`src/rtl/gp2pc_pkg.sv`:
```
package gp2pc_pkg;

  // ****************************************************************
  // register map
  // ****************************************************************
  localparam logic [15:0] CTRL_ADDR = 16'h4039;
  localparam logic [15:0] LEVEL_ADDR = 16'h40f0;
  localparam logic [15:0] CTRL_RESET = 16'ha400;
  localparam logic [15:0] CTRL_WMASK = 16'hfe8f;
  localparam logic [15:0] LEVEL_RESET = 16'h0000;

  // ****************************************************************
  // field positions
  // ****************************************************************
  localparam int DIR_BIT = 15;
  localparam int PULL_LSB = 13;
  localparam int IRQ_MODE_BIT = 12;
  localparam int SUPPLY_BIT = 11;
  localparam int POL_BIT = 10;
  localparam int OD_BIT = 9;
  localparam int ENA_BIT = 7;
  localparam int FN_LSB = 0;
  localparam int LEVEL_OUT_BIT = 0;
  localparam int LEVEL_IN_BIT = 1;

  // ****************************************************************
  // field encodings
  // ****************************************************************
  localparam logic [1:0] PULL_NONE = 2'h0;
  localparam logic [1:0] PULL_DOWN = 2'h1;
  localparam logic [1:0] PULL_UP = 2'h2;

  // ****************************************************************
  // timing
  // ****************************************************************
  localparam int CLK_PERIOD_NS = 25;
  localparam int LONG_DEBOUNCE_NS = 1000000;
  localparam int LONG_DEBOUNCE_CYC =
    (LONG_DEBOUNCE_NS + CLK_PERIOD_NS - 1) / CLK_PERIOD_NS;

  // ****************************************************************
  // types
  // ****************************************************************
  typedef struct packed {
    logic pin_direction;
    logic [1:0] pin_resistor_select;
    logic irq_edge_mode;
    logic io_supply_select;
    logic pin_polarity;
    logic open_drain_select;
    logic rsv8;
    logic pin_enable;
    logic [2:0] rsv6_4;
    logic [3:0] pin_function_code;
  } gp2pc_ctrl_t;

  typedef struct packed {
    logic gpio_level;
    logic pwr_onoff_req;
    logic sleep_wake_req;
    logic sleep_req;
    logic pwr_on_req;
    logic watchdog_rst;
    logic voltage_scale_select_one;
    logic voltage_scale_select_two;
    logic hw_enable_one;
    logic hw_enable_two;
    logic hw_control_one;
    logic hw_control_two;
  } gp2pc_in_role_t;

  typedef struct packed {
    logic osc_32k;
    logic on_state;
    logic sleep_state;
    logic state_change;
    logic dvs_done_one;
    logic dvs_done_two;
    logic ext_pwr_en_one;
    logic ext_pwr_en_two;
    logic system_supply_good;
    logic converter_power_good;
    logic ext_pwr_clk;
    logic aux_reset;
  } gp2pc_out_src_t;

endpackage

```
`src/rtl/gp2pc_top.sv`:
```
`timescale 1ns/1ps
module gp2pc_top #(
  parameter int DEBOUNCE_CYCLES = gp2pc_pkg::LONG_DEBOUNCE_CYC,
  parameter int CNT_W = 20
) (
  // clock and reset
  input wire logic MCLK_I,
  input wire logic SYS_RST_I,
  // register port
  input wire logic [15:0] REG_ADDR_I,
  input wire logic [15:0] REG_WDATA_I,
  input wire logic REG_WR_I,
  input wire logic REG_RD_I,
  output logic [15:0] REG_RDATA_O,
  // pin
  input wire logic PIN_IN_I,
  output logic PIN_OUT_O,
  output logic PIN_OE_O,
  output logic PULL_UP_EN_O,
  output logic PULL_DOWN_EN_O,
  output logic IO_SUPPLY_SEL_O,
  // input roles towards internal units
  output gp2pc_pkg::gp2pc_in_role_t IN_ROLE_O,
  output logic PIN_EDGE_O,
  // output role sources from internal units
  input wire gp2pc_pkg::gp2pc_out_src_t OUT_SRC_I
);
  import gp2pc_pkg::*;

  // ****************************************************************
  // parameter checks
  // ****************************************************************
  if (DEBOUNCE_CYCLES < 1 || CNT_W < 1 || CNT_W > 30 ||
      DEBOUNCE_CYCLES > (1 << CNT_W) - 1) begin : g_param_check
    $error("gp2pc_top: debounce count does not fit its counter");
  end

  // ****************************************************************
  // helpers
  // ****************************************************************
  function automatic logic apply_pol(input logic lvl, input logic pol);
    apply_pol = pol ? lvl : ~lvl;
  endfunction

  localparam logic [CNT_W-1:0] DB_LAST =
    CNT_W'(DEBOUNCE_CYCLES - 1);

  // ****************************************************************
  // registers
  // ****************************************************************
  logic [15:0] ctrl_reg;
  logic [15:0] ctrl_next;
  logic level_out_reg;
  logic [15:0] rdata_reg;
  gp2pc_ctrl_t ctrl;
  logic ctrl_sel;
  logic level_sel;

  assign ctrl = gp2pc_ctrl_t'(ctrl_reg);
  assign ctrl_sel = (REG_ADDR_I == CTRL_ADDR);
  assign level_sel = (REG_ADDR_I == LEVEL_ADDR);
  assign ctrl_next = REG_WDATA_I & CTRL_WMASK;

  always_ff @(posedge MCLK_I or posedge SYS_RST_I) begin
    if (SYS_RST_I) begin
      ctrl_reg <= CTRL_RESET;
    end else if (REG_WR_I && ctrl_sel) begin
      ctrl_reg <= ctrl_next;
    end
  end

  always_ff @(posedge MCLK_I or posedge SYS_RST_I) begin
    if (SYS_RST_I) begin
      level_out_reg <= LEVEL_RESET[LEVEL_OUT_BIT];
    end else if (REG_WR_I && level_sel) begin
      level_out_reg <= REG_WDATA_I[LEVEL_OUT_BIT];
    end
  end

  // ****************************************************************
  // pin input path
  // ****************************************************************
  logic sync1_reg;
  logic sync2_reg;
  logic stable_reg;
  logic [CNT_W-1:0] db_cnt_reg;
  logic prev_reg;
  logic long_db;
  logic phys_in;
  logic logic_in;
  logic input_mode;

  always_ff @(posedge MCLK_I or posedge SYS_RST_I) begin
    if (SYS_RST_I) begin
      sync1_reg <= 1'b0;
      sync2_reg <= 1'b0;
    end else begin
      sync1_reg <= PIN_IN_I;
      sync2_reg <= sync1_reg;
    end
  end

  // long debounce: level must hold for the full count
  always_ff @(posedge MCLK_I or posedge SYS_RST_I) begin
    if (SYS_RST_I) begin
      stable_reg <= 1'b0;
      db_cnt_reg <= '0;
    end else if (sync2_reg == stable_reg) begin
      db_cnt_reg <= '0;
    end else if (db_cnt_reg == DB_LAST) begin
      stable_reg <= sync2_reg;
      db_cnt_reg <= '0;
    end else begin
      db_cnt_reg <= db_cnt_reg + CNT_W'(1);
    end
  end

  always_comb begin
    case (ctrl.pin_function_code)
      4'h0: long_db = 1'b1;
      4'h4: long_db = 1'b1;
      4'he: long_db = 1'b1;
      4'hf: long_db = 1'b1;
      default: long_db = 1'b0;
    endcase
  end

  assign input_mode = ctrl.pin_direction & ctrl.pin_enable;
  assign phys_in = long_db ? stable_reg : sync2_reg;
  assign logic_in = apply_pol(phys_in, ctrl.pin_polarity);

  // ****************************************************************
  // input role routing
  // ****************************************************************
  gp2pc_in_role_t role_next;
  gp2pc_in_role_t role_reg;

  always_comb begin
    role_next = '0;
    if (input_mode) begin
      case (ctrl.pin_function_code)
        4'h0: role_next.gpio_level = logic_in;
        4'h1: role_next.gpio_level = logic_in;
        4'h2: role_next.pwr_onoff_req = logic_in;
        4'h3: role_next.sleep_wake_req = logic_in;
        4'h4: role_next.sleep_wake_req = logic_in;
        4'h5: role_next.sleep_req = logic_in;
        4'h6: role_next.pwr_on_req = logic_in;
        4'h7: role_next.watchdog_rst = logic_in;
        4'h8: role_next.voltage_scale_select_one = logic_in;
        4'h9: role_next.voltage_scale_select_two = logic_in;
        4'ha: role_next.hw_enable_one = logic_in;
        4'hb: role_next.hw_enable_two = logic_in;
        4'hc: role_next.hw_control_one = logic_in;
        4'hd: role_next.hw_control_two = logic_in;
        4'he: role_next.hw_control_one = logic_in;
        4'hf: role_next.hw_control_two = logic_in;
        default: role_next = '0;
      endcase
    end
  end

  always_ff @(posedge MCLK_I or posedge SYS_RST_I) begin
    if (SYS_RST_I) begin
      role_reg <= '0;
    end else begin
      role_reg <= role_next;
    end
  end

  // ****************************************************************
  // edge event
  // ****************************************************************
  logic edge_next;
  logic edge_reg;

  always_comb begin
    if (ctrl.irq_edge_mode) begin
      edge_next = logic_in ^ prev_reg;
    end else begin
      // logical rise is a physical fall when inverted
      edge_next = logic_in & ~prev_reg;
    end
  end

  always_ff @(posedge MCLK_I or posedge SYS_RST_I) begin
    if (SYS_RST_I) begin
      prev_reg <= 1'b0;
      edge_reg <= 1'b0;
    end else begin
      prev_reg <= logic_in;
      edge_reg <= edge_next & input_mode;
    end
  end

  // ****************************************************************
  // pin output path
  // ****************************************************************
  logic drv_logic;
  logic drv_phys;
  logic drive_mode;
  logic out_reg;
  logic oe_reg;

  always_comb begin
    case (ctrl.pin_function_code)
      4'h0: drv_logic = level_out_reg;
      4'h1: drv_logic = OUT_SRC_I.osc_32k;
      4'h2: drv_logic = OUT_SRC_I.on_state;
      4'h3: drv_logic = OUT_SRC_I.sleep_state;
      4'h4: drv_logic = OUT_SRC_I.state_change;
      4'h8: drv_logic = OUT_SRC_I.dvs_done_one;
      4'h9: drv_logic = OUT_SRC_I.dvs_done_two;
      4'ha: drv_logic = OUT_SRC_I.ext_pwr_en_one;
      4'hb: drv_logic = OUT_SRC_I.ext_pwr_en_two;
      4'hc: drv_logic = OUT_SRC_I.system_supply_good;
      4'hd: drv_logic = OUT_SRC_I.converter_power_good;
      4'he: drv_logic = OUT_SRC_I.ext_pwr_clk;
      4'hf: drv_logic = OUT_SRC_I.aux_reset;
      default: drv_logic = 1'b0;
    endcase
  end

  assign drive_mode = ~ctrl.pin_direction & ctrl.pin_enable;
  assign drv_phys = apply_pol(drv_logic, ctrl.pin_polarity);

  always_ff @(posedge MCLK_I or posedge SYS_RST_I) begin
    if (SYS_RST_I) begin
      out_reg <= 1'b0;
      oe_reg <= 1'b0;
    end else if (!drive_mode) begin
      out_reg <= 1'b0;
      oe_reg <= 1'b0;
    end else if (ctrl.open_drain_select) begin
      out_reg <= 1'b0;
      oe_reg <= ~drv_phys;
    end else begin
      out_reg <= drv_phys;
      oe_reg <= 1'b1;
    end
  end

  // ****************************************************************
  // pad controls
  // ****************************************************************
  logic pu_reg;
  logic pd_reg;
  logic sup_reg;

  always_ff @(posedge MCLK_I or posedge SYS_RST_I) begin
    if (SYS_RST_I) begin
      pu_reg <= 1'b0;
      pd_reg <= 1'b0;
      sup_reg <= 1'b0;
    end else begin
      pu_reg <= (ctrl.pin_resistor_select == PULL_UP);
      pd_reg <= (ctrl.pin_resistor_select == PULL_DOWN);
      sup_reg <= ctrl.io_supply_select;
    end
  end

  // ****************************************************************
  // read data
  // ****************************************************************
  always_ff @(posedge MCLK_I or posedge SYS_RST_I) begin
    if (SYS_RST_I) begin
      rdata_reg <= '0;
    end else if (REG_RD_I && ctrl_sel) begin
      rdata_reg <= ctrl_reg & CTRL_WMASK;
    end else if (REG_RD_I && level_sel) begin
      rdata_reg <= '0;
      rdata_reg[LEVEL_OUT_BIT] <= level_out_reg;
      rdata_reg[LEVEL_IN_BIT] <= logic_in;
    end else begin
      rdata_reg <= '0;
    end
  end

  // ****************************************************************
  // outputs
  // ****************************************************************
  assign REG_RDATA_O = rdata_reg;
  assign PIN_OUT_O = out_reg;
  assign PIN_OE_O = oe_reg;
  assign PULL_UP_EN_O = pu_reg;
  assign PULL_DOWN_EN_O = pd_reg;
  assign IO_SUPPLY_SEL_O = sup_reg;
  assign IN_ROLE_O = role_reg;
  assign PIN_EDGE_O = edge_reg;

endmodule // gp2pc_top

```
`config.mk`:
```
export PLATFORM = sky130hd
export DESIGN_NAME = gp2pc_top
export DESIGN_NICKNAME = d
export VERILOG_FILES = /design/src/rtl/gp2pc_pkg.sv /design/src/rtl/gp2pc_top.sv
export SDC_FILE = /design/constraint.sdc
export NUM_CORES = 1
export LEC_CHECK = 0
export ABC_AREA = 1
export BUFFER_PORTS_ARGS = -buffer_cell sky130_fd_sc_hd__buf_4
export CORE_AREA = 5 5 77 97
export DETAILED_ROUTE_END_ITERATION = 10
export DIE_AREA = 0 0 82 102
export PLACE_DENSITY = 0.78
export SETUP_SLACK_MARGIN = 0.2
export SYNTH_ARGS = -nofsm -noshare
export SYNTH_HDL_FRONTEND = slang
export SYNTH_SLANG_ARGS = --single-unit
```
`constraint.sdc`:
```
create_clock -name MCLK_I -period 3.05 [get_ports MCLK_I]
set_clock_uncertainty 0.15 [all_clocks]
set_input_delay 0.4575 -clock MCLK_I [delete_from_list [all_inputs] [get_ports MCLK_I]]
set_output_delay 0.4575 -clock MCLK_I [all_outputs]
set_load 0.1 [all_outputs]
```
==> results of run 1 <==
==> layout by cell type (no fill, tap or decap), types with 2 or more instances in the layout <==
cell and count:
clkinvlp_4 2, inv_1 50, nor2_1 55, inv_2 5
o21ai_1 13, conb_1 4, xor2_1 10, nand3_1 28
buf_4 77, o211ai_1 2, nor2_2 24, xnor2_1 3
clkbuf_8 10, nor3_1 8, ha_1 2, nand2_2 5
nor4_1 4, nand2_1 74, dfstp_2 3, nand3_2 3
nand4_1 8, o21ai_0 4, a21oi_1 6, clkbuf_1 2
nor3_2 3, dfrtp_1 64
==> area by class of cell <==
| type | instances | area (µm²) |
|---|---|---|
| multi-input cells | 266 | 1350 |
| clock buffers | 12 | 145 |
| clock inverters | 4 | 50.0 |
| flip-flops and latches | 67 | 1680 |
| repair buffers | 78 | 588 |
| inverters | 55 | 206 |
| well taps | 87 | 109 |
| fillers | 567 | 2310 |
==> repair_timing <==
item,4_1_cts,5_1_grt
gates resized for setup,0,0
endpoints found under the setup margin,0,0
hold endpoints to repair,6,0
hold buffers,1,0
==> per-stage QoR <==
step | instance area, µm² | cells | total power [mW] | worst slack, ps | utilization
final | 4130 | 569 | 1.74 | 1010 | 0.641
after global routing | 4130 | 569 | 1.81 | 755 | 0.641
after CTS | 4130 | 569 | 1.76 | 1030 | 0.641
after detailed placement | 3930 | 552 | 1.03 | 871 | 0.610
after global placement | 3930 | 552 | 1.03 | 941 | 0.610
after floorplan | 3310 | 398 | 0.974 | 764 | -
==> cell usage after synthesis (all sizes together) <==
cell type	instances
or3	1
nand3	32
clkbuf	1
xor2	10
buf	9
dfstp	3
o22ai	1
nand2	80
dfrtp	64
o21ai	17
nand4	8
conb	1
nand3b	1
a31oi	1
nor4	5
nor2	79
nor3b	1
ha	2
or2	2
a21oi	6
o211ai	2
inv	55
xnor2	3
nor3	11
==> kinds of logic after synthesis <==
logic type               count (synthesis)
AND/OR/NAND/NOR                        220
adder cells (fa/ha/maj)                  2
XOR/XNOR                                13
flip-flops                              67
AO/OA/AOI/OAI                           27
buffers and inverters                   65
other                                    1
==> power groups by stage <==
stage / combinational, mW / clock, mW / sequential [mW]
floorplan: 0.0610 / 0 / 0.913
finish: 0.115 / 0.726 / 0.898
global placement: 0.113 / 0 / 0.914
detailed placement: 0.115 / 0 / 0.914
CTS: 0.117 / 0.748 / 0.897
global route: 0.128 / 0.788 / 0.897
==> routing by layer <==
| metal | vias to the layer above | part of all wire | track usage |
|---|---|---|---|
| li1 | 1401 | - | - |
| met1 | 1293 | 0.40 | 0.229 |
| met2 | 85 | 0.52 | 0.335 |
| met3 | 17 | 0.059 | 0.0564 |
| met4 | 0 | 0.027 | 0.0972 |
| met5 | - | 0 | 0 |
==> worst min path at each step <==
stage / from / cells past startpoint / slack [ps] / end
2_1_floorplan: sync1_reg$_DFF_PP0_ / 0 / 180 / sync2_reg$_DFF_PP0_
3_3_place_gp: sync1_reg$_DFF_PP0_ / 0 / 190 / sync2_reg$_DFF_PP0_
3_5_place_dp: sync1_reg$_DFF_PP0_ / 0 / 190 / sync2_reg$_DFF_PP0_
4_1_cts: PIN_IN_I / 1 / 50 / sync1_reg$_DFF_PP0_
5_1_grt: PIN_IN_I / 1 / 50 / sync1_reg$_DFF_PP0_
6_report: PIN_IN_I / 1 / 70 / sync1_reg$_DFF_PP0_
==> flow_summary.toml, run 1 <==
[run_status]
status = "completed"

[power_and_ir_drop]
switchingPower_uw = 399
power_leakage_nw = 2.00
switching_share = 0.230
p_clk_frac = 0.417
power_density_nw_per_um2 = 421
comb_power_share = 0.066
vdd_drop_max_mv = 0.346
seqPwrFrac = 0.516
internal-power_mw = 1.34

[synthesis]
synth.distinct_cells = 36
synth_compound_area_frac = 0.0432
synth-warning-count = 0
synthesis.area_um2 = 3300
ys_ff_latch = 67
synthXorXnorAreaFrac = 0.0345
synth_area_leaders = "dfrtp_1 49%, nand2_1 8.4%, nor2_1 6.3%"
synth_fa_ha_area_frac = 0.00759
synth_top_area_share = 0.486
synth-seq-area-share = 0.509
synthCells = 395
synth_top_family_by_area = "simple AND/OR/NAND/NOR gates"
synth_simple_gate_area_share = 0.320
muxShareOfSynthArea = 0
yosysTopAreaCell = "dfrtp_1"
avgSynthCellArea_um2 = 8.35

[worst_setup_path]
r2r_slack_ps = 1010
critPathKind = "flop to flop"
crit_path_max_incr_delay_ps = 530
crit_family = "flip-flops"
arrival_ps = 2120
crit_chain = "inv_1 -> nand2_1 -> nand2_1 -> o211ai_1 -> nand2_1 -> nand2_1 -> nand2_2 -> ha_1 -> o21ai_0 -> a21oi_1"
crit_start = "ctrl[0]$_DFFE_PP0P_"
slowest_stage = "dfrtp_1"
cp_num_buf_inv = 1
worstPathRequired_ps = 3130
crit_path_max_fanout = 11
reg2reg_depth = 10
cp_common_cell = "nand2_1"
r2r_start = "ctrl[0]$_DFFE_PP0P_"
crit_path_end = "PIN_EDGE_O$_DFF_PP0_"
critPathLaunchType = "flop"
timing.rr.end = "PIN_EDGE_O$_DFF_PP0_"
path_depth = 10
endpoint_kind = "flop"

[floorplan]
die_w_um = 82
dieArea_um2 = 8360
start_util = 0.512
core_area_um2 = 6440
rows = 33
dieHeight_um = 102
pin_count = 83

[layout]
n_antenna_cell = 0
drive_gt1_frac = 0.286
area_growth_pct = 25.3
nets = 528
largest_reg_flops = 20

[clock_network]
clockBufferDepth = 2
clkSinkCount = 67
clk_latency_ps = 340
h-tree-depth = 3
cts_tree = "done"
cts_setup_buffers = 0
clockRootBuffer = "clkbuf_8"
clk_pin_slew_ps = 70
cts_buffers = 9

[detailed_routing]
wl_per_cell_um = 13.1
remaining_drc_errors = 0
vias_per_cell = 4.91
drt_pass1_iterations = 5
ant_nets = 0
routed_wl_mm = 7.47
num_vias = 2796
drt_iter0_markers = 110

[timing]
finalSetupViolCount = 0
fmax_ghz = 0.490
hold_ws_ps = 72.5
relSlewSlack = 0.557
setup_tns_ps = 0
period_share = 0.670
finalCriticalPeriod_ps = 2040
rsz0062_at_grt = "no"
finalHoldViolCount = 0
worst_pin_slew_ps = 663
drv_slew = 0

[global_routing]
first_global_vias = 2856
grt_usage = 0.198
grt_max_degree = 36
grt_antenna_before_repair = 0
grt_pass1_wl_mm = 12.6
gr-total-overflow = 0

[hold_path]
hold_class = "input pin to flop"

[place]
hpwl_mm = 5.72
io_buffer_count = 74
gp_congestion = 0.887

[flow_run]
maxCapViolations = 0
Note: power is estimated with default switching activity, not from simulation.
==> run 2: changes to the inputs <==
CORE_AREA = 5 5 81 101   (was 5 5 77 97)
DIE_AREA = 0 0 86 106   (was 0 0 82 102)
PLACE_DENSITY = 0.74   (was 0.78)
clock period = 1.86 ns   (was 3.05 ns; I/O delays follow)
==> run 2 against run 1 <==
Effect of this change: critical path depth decreased by 1; final area increased by 6.9%; combinational power increased by 81%; count of clock-buffer cells in the layout decreased by 3; register-to-register slack got worse by 800 ps; sequential power increased by 64%; worst setup slack got worse by 800 ps; utilization decreased by 3.0 points; sequential cell count unchanged; power increased by 59%.
==> flow_summary.toml, run 2 (synthesized netlist as in run 1, its figures left out) <==
[run_status]
status = "completed"

[power_and_ir_drop]
vdd_drop_max_mv = 0.540
switching_share = 0.258
seqPwrFrac = 0.533
internal-power_mw = 2.05
power_density_nw_per_um2 = 624
comb_power_share = 0.076
power_leakage_nw = 2.12
p_clk_frac = 0.391
switchingPower_uw = 712

[place]
io_buffer_count = 74
place_inst = 564
hpwl_mm = 5.65
gp_congestion = 0.924

[detailed_routing]
remaining_drc_errors = 0
drt_iter0_markers = 95
vias_per_cell = 4.90
num_vias = 2923
drt_pass1_iterations = 5
ant_nets = 0
wl_per_cell_um = 13.0
routed_wl_mm = 7.73

[clock_network]
h-tree-depth = 3
cts_tree = "done"
cts_buffers = 9
clockRootBuffer = "clkbuf_8"
clockBufferDepth = 2
clkSinkCount = 67
clk_pin_slew_ps = 80
clk_latency_ps = 340

[worst_setup_path]
worstPathRequired_ps = 1940
slowest_stage = "dfrtp_2"
crit_path_max_incr_delay_ps = 450
critPathLaunchType = "flop"
crit_chain = "nand2_2 -> inv_2 -> o22ai_1 -> nand2_1 -> nand3_1 -> nand2_2 -> ha_1 -> o21ai_1 -> a21oi_2"
critPathKind = "flop to flop"
arrival_ps = 1730
endpoint_kind = "flop"
cp_common_cell = "nand2_2"
r2r_slack_ps = 210
crit_family = "flip-flops"
cp_num_buf_inv = 1
crit_path_max_fanout = 6

[floorplan]
rows = 35
start_util = 0.456
pin_count = 83
dieArea_um2 = 9120
core_area_um2 = 7230
dieHeight_um = 106
die_w_um = 86

[layout]
largest_reg_flops = 20
area_growth_pct = 33.9
n_antenna_cell = 0
fin_cells = 596
fin_util = 0.611
layout.cells.most_common = "buf_4"
fill_cells = 613
nets = 550
final_cell_mix = "93 x buf_4, 70 x nand2_1, 58 x dfrtp_1"
drive_gt1_frac = 0.359

[global_routing]
grt_max_degree = 68
grt_pass1_wl_mm = 12.8
grt_usage = 0.176
grt_antenna_before_repair = 0
first_global_vias = 2872
gr-total-overflow = 0

[timing]
hold_ws_ps = 21.2
finalCriticalPeriod_ps = 1650
fmax_ghz = 0.605
drv_slew = 0
finalHoldViolCount = 0
period_share = 0.889
rsz0062_at_grt = "yes"
setup_tns_ps = 0
finalSetupViolCount = 0

[hold_path]
hold_class = "input pin to flop"

[flow_run]
maxCapViolations = 0
[run 2: final cells by class]
class	count	area [µm²]	area share
well taps	92	115	0.0261
flip-flops and latches	67	1690	0.382
inverters	55	213	0.0482
clock inverters	7	52.6	0.0119
clock buffers	9	124	0.0281
repair buffers	100	779	0.177
multi-input cells	266	1440	0.327
[run 2: per-stage QoR]
stage	worst slack [ps]	power (mW)	cell area (µm²)
after floorplan	233	1.60	3310
after global placement	193	1.69	4000
after detailed placement	148	1.70	4000
after CTS	205	2.78	4250
after global routing	107	2.88	4420
final	206	2.76	4420
[run 2: what timing repair did]
action | 4_1_cts | 5_1_grt
buffers inserted | 3 | 8
cloned | 0 | 0
setup endpoints to repair | 20 | 25
resized for setup | 1 | 32
hold endpoints to repair | 68 | 0
hold buffers | 5 | 0
pin swaps | 2 | 7
[run 2: worst paths after layout]
kind | start | to | cells past startpoint
worst min-delay path | REG_WDATA_I[14] | ctrl[14]$_DFFE_PP0P_ | 3
worst max-delay path | ctrl[2]$_DFFE_PP0P_ | PIN_EDGE_O$_DFF_PP0_ | 9
worst max register to register | ctrl[2]$_DFFE_PP0P_ | PIN_EDGE_O$_DFF_PP0_ | 9
worst min register to register | sync1_reg$_DFF_PP0_ | sync2_reg$_DFF_PP0_ | 0
min in group asynchronous | SYS_RST_I | REG_RDATA_O[9]$_DFF_PP0_ | 4
max in group asynchronous | SYS_RST_I | ctrl[10]$_DFFE_PP1P_ | 4
[run 2: power groups by stage]
stage	combinational [mW]	sequential [mW]	clock, mW
2_1_floorplan	0.100	1.50	0
3_3_place_gp	0.195	1.50	0
3_5_place_dp	0.199	1.50	0
4_1_cts	0.207	1.47	1.10
5_1_grt	0.231	1.47	1.18
6_report	0.208	1.47	1.08
[run 2: metal layers]
metal	track usage	routed length, µm	share of wire	vias up
met5	0	0	0	-
met4	0.0611	214	0.028	0
met3	0.0465	406	0.053	18
met2	0.312	4110	0.53	93
met1	0.203	2990	0.39	1366
li1	-	-	-	1446
[run 2: worst reg2reg max path: cells and delay by family, from the launching register on]
kind | cells | cell delay (ps)
DFF | 1 | 450
and+or+nand+nor | 4 | 340
AOI/OAI and AO/OA | 3 | 340
adders and majority gates | 1 | 190
buffers and inverters | 1 | 60
